==> src/logic/stss_regs.svh <==
/*
  Constants of the target selection status reporter: interrupt codes,
  sequence step codes, message length limits and message byte fields.
  Assumes it is included by bare name from the length checker and the top module.
*/
`ifndef STSS_REGS_SVH
`define STSS_REGS_SVH

// ----------------------------------------------------------------------
// Interrupt codes
// ----------------------------------------------------------------------
`define STSS_CODE_LONG      8'h67
`define STSS_CODE_SEL       8'h80
`define STSS_CODE_SEL_ATN   8'h81
`define STSS_CODE_NO_ATN    8'hA0
`define STSS_CODE_MSG       8'hA1
`define STSS_CODE_BAD_IDENT 8'hA2
`define STSS_CODE_IDENT_MSG 8'hA3
`define STSS_CODE_BAD_CDB   8'hA4
`define STSS_CODE_IDENT_BAD 8'hA5
`define STSS_CODE_CDB       8'hA6
`define STSS_CODE_IDENT_CDB 8'hA7
`define STSS_CODE_CDB_MSG   8'hA8

// ----------------------------------------------------------------------
// Sequence step codes
// ----------------------------------------------------------------------
`define STSS_STEP_00        8'h00
`define STSS_STEP_81        8'h81
`define STSS_STEP_82        8'h82
`define STSS_STEP_83        8'h83
`define STSS_STEP_84        8'h84
`define STSS_STEP_92        8'h92
`define STSS_STEP_93        8'h93
`define STSS_STEP_A2        8'hA2
`define STSS_STEP_A3        8'hA3
`define STSS_STEP_B1        8'hB1
`define STSS_STEP_B2        8'hB2
`define STSS_STEP_B4        8'hB4

// ----------------------------------------------------------------------
// Message fields and length limits
// ----------------------------------------------------------------------
`define STSS_LIMIT_LONG     9'h021
`define STSS_LIMIT_IDENT    9'h003
`define STSS_MSG_EXTENDED   8'h01
`define STSS_IDENT_BIT      7
`define STSS_IDENT_RSVD     8'h18

`endif

==> src/logic/stss_pkg.sv <==
/*
  Types of the target selection status reporter: sequencer states and
  the packed state record of the top module.
  Assumes nothing beyond the constants header.
*/
package stss_pkg;

  // Sequencer states, one-hot
  typedef enum logic [5:0] {
    ST_IDLE = 6'h01,  // Waiting for selection
    ST_MSG1 = 6'h02,  // Message out right after selection
    ST_MSG2 = 6'h04,  // Message out after Identify
    ST_CMD  = 6'h08,  // Command block
    ST_MSG3 = 6'h10,  // Message out after command block
    ST_RPT  = 6'h20   // Result held for the host
  } stss_state_t;

  // All state of the top module except the reset release flip-flops
  typedef struct packed {
    stss_state_t st;       // Sequencer state
    logic [8:0]  cnt;      // Byte index within message or block
    logic [7:0]  first;    // First byte of current unit
    logic [7:0]  len;      // Length byte of extended message
    logic        ident;    // Identify already taken
    logic [7:0]  code;     // Interrupt code
    logic [7:0]  step;     // Sequence step code
    logic        valid;    // Result pending
    logic        atn_s1;   // ATN synchroniser, first stage
    logic        atn_s2;   // ATN synchroniser, second stage
  } stss_regs_t;

endpackage

==> src/logic/stss_len_if.sv <==
/*
  Carrier between the sequencer and the message length checker.
  Assumes both ends sit on the same clock; the checker is combinational.
*/
`timescale 1ns/1ps

interface stss_len_if;
  logic [7:0] first_b;   // First byte of the message
  logic [7:0] len_b;     // Extended length byte
  logic [8:0] cnt;       // Index of the byte now taken
  logic [8:0] limit;     // Length at which a message counts as long
  logic       last;      // Byte now taken ends the message
  logic       too_long;  // Message reaches the limit

  modport seq  (output first_b, len_b, cnt, limit, input last, too_long);
  modport calc (input first_b, len_b, cnt, limit, output last, too_long);
endinterface

==> src/logic/stss_msg_len.sv <==
/*
  Message length checker: works out the total length of a message from
  its first and length bytes, flags its last byte and a too long message.
  Assumes index and bytes are presented in the cycle the byte is taken.
*/
`timescale 1ns/1ps
`include "stss_regs.svh"

module stss_msg_len (
  stss_len_if.calc lif  // Length query from the sequencer
);

  // --------------------------------------------------------------------
  // Length decode
  // --------------------------------------------------------------------

  // Total length of a message from its leading bytes
  function automatic logic [8:0] msg_total(input logic [7:0] f, input logic [7:0] l);
    if (f == `STSS_MSG_EXTENDED)
      msg_total = (l == 8'h00) ? 9'h102 : {1'b0, l} + 9'h002;
    else if (f[7:4] == 4'h2)
      msg_total = 9'h002;
    else
      msg_total = 9'h001;
  endfunction

  logic       ext;    // Extended message
  logic [8:0] total;  // Total length in bytes

  // Flags for the byte now taken
  always_comb
  begin
    ext   = (lif.first_b == `STSS_MSG_EXTENDED);
    total = msg_total(lif.first_b, lif.len_b);
    if (ext)
      lif.last = (lif.cnt != 9'h000) && (lif.cnt == total - 9'h001);
    else
      lif.last = (lif.cnt == total - 9'h001);
    lif.too_long = ext && (lif.cnt == 9'h001) && (total >= lif.limit);
  end

endmodule

==> src/logic/stss_top.sv <==
/*
  Target selection response sequencer with status reporting. Follows the
  message and command bytes after selection and ends with an interrupt
  code and sequence step code held for the host.
  Assumes bytes arrive from bus handshake logic on CORE_CLK; ATN is a
  pin and is synchronised here.
  // Overview of operation
  // (RULE1) Long first message: two bytes, 67h/81h
  // (RULE2) Long message after Identify: 67h/82h
  // (RULE3) Identify, block, long message: 67h/93h
  // (RULE4) Auto receive, block, long message: 67h/B2h
  // (RULE5) No auto response: 80h/00h, 81h with ATN
  // (RULE6) Message-only setting, no ATN: A0h/81h
  // (RULE7) Non-Identify message: A1h, step A2h/A3h
  // (RULE8) Illegal Identify: A2h, step 92h/82h
  // (RULE9) Identify plus message: A3h, step 83h/84h
  // (RULE10) Undefined first opcode: one byte, A4h/B1h
  // (RULE11) Identify, undefined block: one byte, A5h/92h
  // (RULE12) Block A6h/B2h; Identify plus block A7h/93h
  // (RULE13) Auto receive message: A8h, step B1h/B4h
  // (RULE14) Auto response on: continue, no early stop
  // (RULE15) Auto receive on: message after block ATN
  // (RULE16) Phase setting: message/command or message only
  // (RULE17) Codes held together until host read
*/
`timescale 1ns/1ps
`include "stss_regs.svh"

module stss_top (
  input  wire logic       CORE_CLK,       // 40 MHz clock
  input  wire logic       ARST_N,         // Asynchronous reset, low
  input  wire logic       AUTO_SEL_RESP,  // Automatic selection response on
  input  wire logic       AUTO_RECV,      // Automatic receive mode on
  input  wire logic       MSG_ONLY,       // Message only setting: command phase only after Identify without ATN
  input  wire logic       SELECTED,       // Selected as target, pulse
  input  wire logic       ATN,            // ATN from the bus pin
  input  wire logic       RX_VALID,       // Byte offered by bus logic
  input  wire logic [7:0] RX_DATA,        // Offered byte
  input  wire logic       CODE_RD,        // Host has read the codes, pulse
  output logic            RX_TAKE,        // Ready to accept a byte
  output logic            PHASE_MSG_OUT,  // Message out phase requested
  output logic            PHASE_CMD,      // Command phase requested
  output logic [7:0]      INT_CODE,       // Interrupt code
  output logic [7:0]      SEQ_STEP,       // Sequence step code
  output logic            INT_VALID       // Codes pending for the host
);

  // --------------------------------------------------------------------
  // Reset release
  // --------------------------------------------------------------------
  logic rst_s1;  // Reset release, first stage
  logic rst_n;   // Reset for the design

  // Release the reset through two flip-flops
  always_ff @(posedge CORE_CLK or negedge ARST_N)
  begin
    if (!ARST_N)
    begin
      rst_s1 <= 1'b0;
      rst_n  <= 1'b0;
    end
    else
    begin
      rst_s1 <= 1'b1;
      rst_n  <= rst_s1;
    end
  end

  // --------------------------------------------------------------------
  // Helpers
  // --------------------------------------------------------------------
  localparam stss_pkg::stss_regs_t RST_VAL = '{
    st: stss_pkg::ST_IDLE, cnt: 9'h000, first: 8'h00, len: 8'h00,
    ident: 1'b0, code: `STSS_STEP_00, step: `STSS_STEP_00, valid: 1'b0,
    atn_s1: 1'b0, atn_s2: 1'b0};

  // Command block length from its opcode group, zero when undefined
  function automatic logic [3:0] cdb_len(input logic [7:0] op);
    case (op[7:5])
      3'h0:    cdb_len = 4'h6;
      3'h1:    cdb_len = 4'hA;
      3'h2:    cdb_len = 4'hA;
      3'h5:    cdb_len = 4'hC;
      default: cdb_len = 4'h0;
    endcase
  endfunction

  // Stop the sequence and post a code pair
  function automatic stss_pkg::stss_regs_t report(input stss_pkg::stss_regs_t s,
                                                  input logic [7:0] c,
                                                  input logic [7:0] p);
    report       = s;
    report.st    = stss_pkg::ST_RPT;
    report.code  = c;
    report.step  = p;
    report.valid = 1'b1;
  endfunction

  // --------------------------------------------------------------------
  // State and length checker
  // --------------------------------------------------------------------
  stss_pkg::stss_regs_t r_r;    // Registered state
  stss_pkg::stss_regs_t r_nxt;  // Next state
  stss_len_if           lif (); // Length query carrier
  logic                 take;   // Byte taken this cycle
  logic                 atn;    // Synchronised ATN
  logic [3:0]           blen;   // Length of current command block

  stss_msg_len u_len (
    .lif (lif)
  );

  // Feed the length checker with the message bytes seen so far
  always_comb
  begin
    lif.first_b = (r_r.cnt == 9'h000) ? RX_DATA : r_r.first;
    lif.len_b   = (r_r.cnt == 9'h001) ? RX_DATA : r_r.len;
    lif.cnt     = r_r.cnt;
    // Identify followed by ATN uses the short limit
    lif.limit   = (r_r.st == stss_pkg::ST_MSG2) ? `STSS_LIMIT_IDENT : `STSS_LIMIT_LONG;
  end

  // Handshake and phase decode
  always_comb
  begin
    RX_TAKE       = (r_r.st == stss_pkg::ST_MSG1) || (r_r.st == stss_pkg::ST_MSG2) ||
                    (r_r.st == stss_pkg::ST_CMD)  || (r_r.st == stss_pkg::ST_MSG3);
    PHASE_CMD     = (r_r.st == stss_pkg::ST_CMD);
    PHASE_MSG_OUT = RX_TAKE && !PHASE_CMD;
  end

  assign take = RX_TAKE && RX_VALID;
  assign atn  = r_r.atn_s2;
  assign blen = cdb_len(lif.first_b);

  // --------------------------------------------------------------------
  // Sequencer
  // --------------------------------------------------------------------

  // Next state of the whole block
  always_comb
  begin
    r_nxt        = r_r;
    r_nxt.atn_s1 = ATN;
    r_nxt.atn_s2 = r_r.atn_s1;
    if (take)
    begin
      r_nxt.cnt = r_r.cnt + 9'h001;
      if (r_r.cnt == 9'h000)
        r_nxt.first = RX_DATA;
      if (r_r.cnt == 9'h001)
        r_nxt.len = RX_DATA;
    end
    unique case (r_r.st)
      stss_pkg::ST_IDLE:
      begin
        if (SELECTED)
        begin
          r_nxt.cnt   = 9'h000;
          r_nxt.ident = 1'b0;
          // (RULE5) report selection when auto response is off
          if (!AUTO_SEL_RESP)
            r_nxt = report(r_nxt, atn ? `STSS_CODE_SEL_ATN : `STSS_CODE_SEL,
                           `STSS_STEP_00);
          // (RULE14) auto response continues the sequence
          else if (atn)
            r_nxt.st = stss_pkg::ST_MSG1;
          // (RULE6) message only, no ATN at selection
          else if (MSG_ONLY)
            r_nxt = report(r_nxt, `STSS_CODE_NO_ATN, `STSS_STEP_81);
          // (RULE16) message or command setting goes to command
          else
            r_nxt.st = stss_pkg::ST_CMD;
        end
      end
      stss_pkg::ST_MSG1:
      begin
        if (take)
        begin
          if ((r_r.cnt == 9'h000) && RX_DATA[`STSS_IDENT_BIT])
          begin
            // (RULE8) illegal Identify, step from ATN
            if ((RX_DATA & `STSS_IDENT_RSVD) != 8'h00)
              r_nxt = report(r_nxt, `STSS_CODE_BAD_IDENT,
                             atn ? `STSS_STEP_82 : `STSS_STEP_92);
            else
            begin
              r_nxt.ident = 1'b1;
              r_nxt.cnt   = 9'h000;
              r_nxt.st    = atn ? stss_pkg::ST_MSG2 : stss_pkg::ST_CMD;
            end
          end
          // (RULE1) long message, stop after two bytes
          else if (lif.too_long)
            r_nxt = report(r_nxt, `STSS_CODE_LONG, `STSS_STEP_81);
          // (RULE7) single non-Identify message
          else if (lif.last)
            r_nxt = report(r_nxt, `STSS_CODE_MSG, atn ? `STSS_STEP_A3 : `STSS_STEP_A2);
        end
      end
      stss_pkg::ST_MSG2:
      begin
        if (take)
        begin
          // (RULE2) long message after Identify
          if (lif.too_long)
            r_nxt = report(r_nxt, `STSS_CODE_LONG, `STSS_STEP_82);
          // (RULE9) Identify and one more message
          else if (lif.last)
            r_nxt = report(r_nxt, `STSS_CODE_IDENT_MSG,
                           atn ? `STSS_STEP_84 : `STSS_STEP_83);
        end
      end
      stss_pkg::ST_CMD:
      begin
        if (take)
        begin
          if ((r_r.cnt == 9'h000) && (blen == 4'h0))
          begin
            // (RULE10) (RULE11) undefined opcode, one byte only
            if (r_r.ident)
              r_nxt = report(r_nxt, `STSS_CODE_IDENT_BAD, `STSS_STEP_92);
            else
              r_nxt = report(r_nxt, `STSS_CODE_BAD_CDB, `STSS_STEP_B1);
          end
          else if (r_r.cnt == {5'h00, blen - 4'h1})
          begin
            // (RULE15) ATN after block leads to message out in auto receive or after Identify
            if (atn && (AUTO_RECV || r_r.ident))
            begin
              r_nxt.cnt = 9'h000;
              r_nxt.st  = stss_pkg::ST_MSG3;
            end
            // (RULE12) complete command block
            else if (r_r.ident)
              r_nxt = report(r_nxt, `STSS_CODE_IDENT_CDB, `STSS_STEP_93);
            else
              r_nxt = report(r_nxt, `STSS_CODE_CDB, `STSS_STEP_B2);
          end
        end
      end
      stss_pkg::ST_MSG3:
      begin
        if (take)
        begin
          // (RULE3) (RULE4) long message after the block
          if (lif.too_long)
            r_nxt = report(r_nxt, `STSS_CODE_LONG,
                           r_r.ident ? `STSS_STEP_93 : `STSS_STEP_B2);
          // (RULE13) message after the block, step from ATN
          else if (lif.last)
            r_nxt = report(r_nxt, `STSS_CODE_CDB_MSG,
                           atn ? `STSS_STEP_B4 : `STSS_STEP_B1);
        end
      end
      stss_pkg::ST_RPT:
      begin
        // (RULE17) hold codes until the host reads them
        if (CODE_RD)
        begin
          r_nxt.valid = 1'b0;
          r_nxt.st    = stss_pkg::ST_IDLE;
        end
      end
      default:
        r_nxt = RST_VAL;  // Illegal state code recovers to idle
    endcase
  end

  // Register the state
  always_ff @(posedge CORE_CLK or negedge rst_n)
  begin
    if (!rst_n)
      r_r <= RST_VAL;
    else
      r_r <= r_nxt;
  end

  assign INT_CODE  = r_r.code;
  assign SEQ_STEP  = r_r.step;
  assign INT_VALID = r_r.valid;

  logic idle_sel;  // Selection taken in idle
  assign idle_sel = (r_r.st == stss_pkg::ST_IDLE) && SELECTED;
endmodule

==> config.mk <==
export PLATFORM = sky130hd
export DESIGN_NAME = stss_top
export DESIGN_NICKNAME = d
export VERILOG_FILES = /design/src/logic/stss_pkg.sv /design/src/logic/stss_len_if.sv /design/src/logic/stss_msg_len.sv /design/src/logic/stss_top.sv
export VERILOG_INCLUDE_DIRS = /design/src /design/src/logic
export SDC_FILE = /design/constraint.sdc
export NUM_CORES = 1
export LEC_CHECK = 0
export ABC_AREA = 0
export BUFFER_PORTS_ARGS = -buffer_cell sky130_fd_sc_hd__buf_2
export CAP_MARGIN = 20
export CORE_ASPECT_RATIO = 0.7
export CORE_MARGIN = 4
export CORE_UTILIZATION = 40
export CTS_CLUSTER_DIAMETER = 60
export DETAILED_ROUTE_END_ITERATION = 7
export SLEW_MARGIN = 20
export SYNTH_ARGS = -nofsm -noshare
export SYNTH_HDL_FRONTEND = slang
export SYNTH_SLANG_ARGS = --single-unit
==> constraint.sdc <==
create_clock -name CORE_CLK -period 4.15 [get_ports CORE_CLK]
set_clock_uncertainty 0.05 [all_clocks]
set_input_delay 0.415 -clock CORE_CLK [delete_from_list [all_inputs] [get_ports CORE_CLK]]
set_output_delay 0.415 -clock CORE_CLK [all_outputs]
set_load 0.03 [all_outputs]
==> results summary <==
The run finished with clean final reports. The floorplan step defined a core boundary enclosing 9947 sq um. The total power density per cell area is 317.5 nW/um^2. The critical path is of the reg2reg type. The max-slew violation count is 0. The worst slack after detailed placement came out at -0.1337 ns. The portion of synthesized cell area occupied by the leading cell type came out at 0.2877. Of the synthesized area, sequential elements account for 0.2940. The wire length on met1 came out at 6763 um.

The number of I/O pins is 37. The detailed placer's ending HPWL is 10530 um. The signed area change from the synthesized netlist to the final layout came out at 23.49%. The number of placement rows came out at 30. Max-cap violations in this run came to 0. The arrival time reported for the critical path endpoint came out at 4.26 ns. The number of hold-slack violations in the final timing report is 0. The first global-routing pass estimated 21280 um of wire. The initial antenna violation count came out at 0. TritonCTS built the clock tree. The remaining global-route overflow came out at 0. Among all flip-flop cells after synthesis, the most frequent one is dfrtp_1.

The via count came out at 4339. The post-layout total power is 1.637 mW. The wire length on met3 came out at 1504 um. The setup TNS came out at 0 ns. The number of unique standard cell types used by synthesis came out at 68. The required time of the critical path is 4.28 ns.

The violation count after the first detailed-route iteration is 333. The share of final-layout standard cells stronger than drive strength 1 is 0.2765. The achievable clock frequency is 242.2 MHz. The via count of the first global-routing pass is 3873. The static power due to leakage is 2.231 nW.

Buffers placed on the I/O ports in this run total 33. The DRC violations left came out at 0. The launching element type of the critical path is a flop.

For this run, the detailed router's first-pass iteration total came to 4. The slowest stage of the critical path is the or4_4 cell. The starting density of the core is 0.4197. The largest single stage delay on the critical path is 0.57 ns. The via density per instance came out at 6.077. Among all cell types in the netlist, the one instantiated most often is nand2_1. Setup violations remaining at the end of the flow were counted as 0. The period utilization came out at 0.9950.

The cell count after synthesis came out at 530. Setup repair after global routing could not meet its margin everywhere. In this run the cell area of the synthesized design comes to 4175 sq um. Clock tree synthesis inserted a total of 5 buffers. The worst-path maximum fanout came out at 8. The maximum number of pins on one net before global-route repair is 48. The final RePlAce weighted congestion is 0.9900. Across all setup checks in the final design, the least slack found is 0.02067 ns.

In this run the tightest slew margin relative to its limit is 0.5234. In this run the remaining antenna-violating nets after routing total 0. The commonest cells after synthesis are nand2_1 (67), dfrtp_1 (48), a21oi_1 (37), nand3_1 (31), nor2_1 (30).

Ranked by total cell area, the synthesized netlist is headed by dfrtp_1 (29%), nand2_1 (6.0%), a21oi_1 (4.4%). The count of state elements after synthesis came out at 49. The critical path goes through or4_4 > nor3_4 > nand2_1 > nand2_2 > ha_4 > buf_6 > nand3_2 > xnor2_2 > a211o_1 > a211o_1 > a22o_1 > a2111oi_4 > nand3_2 > a2bb2oi_4 > nand3_4 > buf_12 > o2bb2ai_2. The worst slack on hold paths is 0.2837 ns. The routed length per instance came out at 19.40 um. The total die area came out at 12160 sq um. IR analysis of the VDD net gives a maximum drop of 0.1688 mV. The later-pin clock latency in the skew report came out at 0.30 ns. The maximum clock insertion buffer count is 2. The number of enable-type register cells in the synthesized netlist came out at 0. The total detailed-routing wirelength is 13850 um. The clock-pin slew reported for the worst setup and hold paths after clock tree synthesis is 0.07 ns. The count of nets after finishing came out at 609. In the detailed route, the total length drawn on met2 is 5550 um.

After detailed routing, no signal wire sits above met4. For this run, the total global-route usage over all layers was measured as 0.2235. The fraction of registers with async set/reset is 1.000. The die span in x is 130.1 um. From bottom edge to top edge, the die measures 93.48 um. In this run the clock root is driven by a clkbuf_16. Dividing the synthesized area by the synthesized cell count gives 7.878 sq um. The number of H-tree levels came out at 2. The pin slew with the least headroom to its limit is 0.7074 ns. The total number of clock tree sinks came out at 49. The path class of the lowest-slack min-delay path is in2reg.

The number of warnings reported in the yosys synthesis log came out at 0. The shortest clock period the worst path allows after layout came out at 4.129 ns. The number of antenna diodes in the final layout is 0. STA classifies the critical path endpoint as a flop. The library cell occupying the most area in the post-synthesis netlist is dfrtp_1.
[layout make-up]
class                   count  area, sq um
well taps                 128        160.2
clock buffers               5        125.1
fillers                   934         4791
repair buffers             99        691.9
multi-input cells         413         2854
inverters                  17        63.81
flip-flops and latches     49         1232
clock inverters             3        28.78
[cells in the final DEF (no fill, tap or decap), types with 7 or more instances in the layout]
| cell type | netlist | routed |
|---|---|---|
| nor4_1 | 9 | 9 |
| o211ai_1 | 8 | 8 |
| nand2_1 | 67 | 64 |
| dfrtp_1 | 48 | 46 |
| o21ai_0 | 19 | 17 |
| nand4_1 | 11 | 11 |
| xnor2_1 | 12 | 10 |
| inv_1 | 16 | 14 |
| nor2b_1 | 9 | 9 |
| nor2_1 | 30 | 30 |
| a22o_1 | 7 | 7 |
| or3_1 | 13 | 13 |
| buf_2 | 4 | 34 |
| nand3_1 | 31 | 29 |
| a21oi_1 | 37 | 36 |
| buf_4 | 18 | 58 |
| nor3_1 | 13 | 11 |
[per-stage QoR]
| step | std cells | utilization | area [sq um] |
|---|---|---|---|
| 6_report | 714 | 0.5184 | 5156 |
| 3_5_place_dp | 693 | 0.4709 | 4684 |
| 3_3_place_gp | 693 | 0.4709 | 4684 |
| 5_1_grt | 714 | 0.5184 | 5156 |
| 4_1_cts | 706 | 0.4935 | 4908 |
| 2_1_floorplan | 532 | - | 4288 |
[report_power, final]
group          switching, mW  internal (mW)
Clock                  0.205          0.232
Sequential            0.0494          0.522
Combinational          0.396          0.233
[cell families (layout without fill, tap and decap cells)]
logic type | after synthesis | after routing | share of synthesized area
compound gates | 130 | 130 | 0.2164
xor+xnor | 19 | 19 | 0.03986
fa+ha+maj | 7 | 7 | 0.02098
buf+inv | 70 | 124 | 0.08570
flops | 49 | 49 | 0.2940
mux | 13 | 13 | 0.03266
other cells | 2 | 4 | 0.001799
simple gates | 240 | 240 | 0.3087
[sequential cells by signal, summed over array words and instances (netlist names)]
register / cells
r_r: 24
lif.cnt: 9
INT_CODE: 7
atn: 1
rst_n: 1
rst_s1: 1
INT_VALID: 1
SEQ_STEP: 5
[per-layer routing]
metal,up-vias,track usage
met4,0,0.02768
met2,204,0.2901
met5,-,0
li1,2036,-
met1,2097,0.3532
met3,2,0.08162
[worst max-delay path: cells and delay by family, from the launching register on]
family                   cells  cell delay [ns]
AO/OA/AOI/OAI                6             1.48
XOR/XNOR                     1             0.18
AND/OR/NAND/NOR              7             1.38
adder cells (fa/ha/maj)      1             0.19
flip-flops                   1             0.42
buffers and inverters        2             0.32
[worst paths after layout]
| kind | endpoint | slack [ns] | depth (start not counted) | from |
|---|---|---|---|---|
| max | SEQ_STEP[0] | 0.02 | 17 | lif.cnt[6] |
| min | r_r[1] | 0.28 | 2 | ATN |
| min reg2reg | r_r[1] | 0.30 | 0 | rst_n |
| max reg2reg | SEQ_STEP[0] | 0.02 | 17 | lif.cnt[6] |
| min in group asynchronous | r_r[1] | 0.30 | 0 | rst_n |
| max in group asynchronous | lif.cnt[4] | 3.28 | 0 | rst_n |
[repair_timing]
action | 4_1_cts | 5_1_grt
setup buffers | 3 | 8
gates cloned | 1 | 0
endpoints found under the hold margin | 2 | 0
pin swaps | 3 | 20
gates resized for setup | 7 | 40
setup endpoints to repair | 17 | 17
hold buffers | 1 | 0
Note: power is estimated with default switching activity, not from simulation.
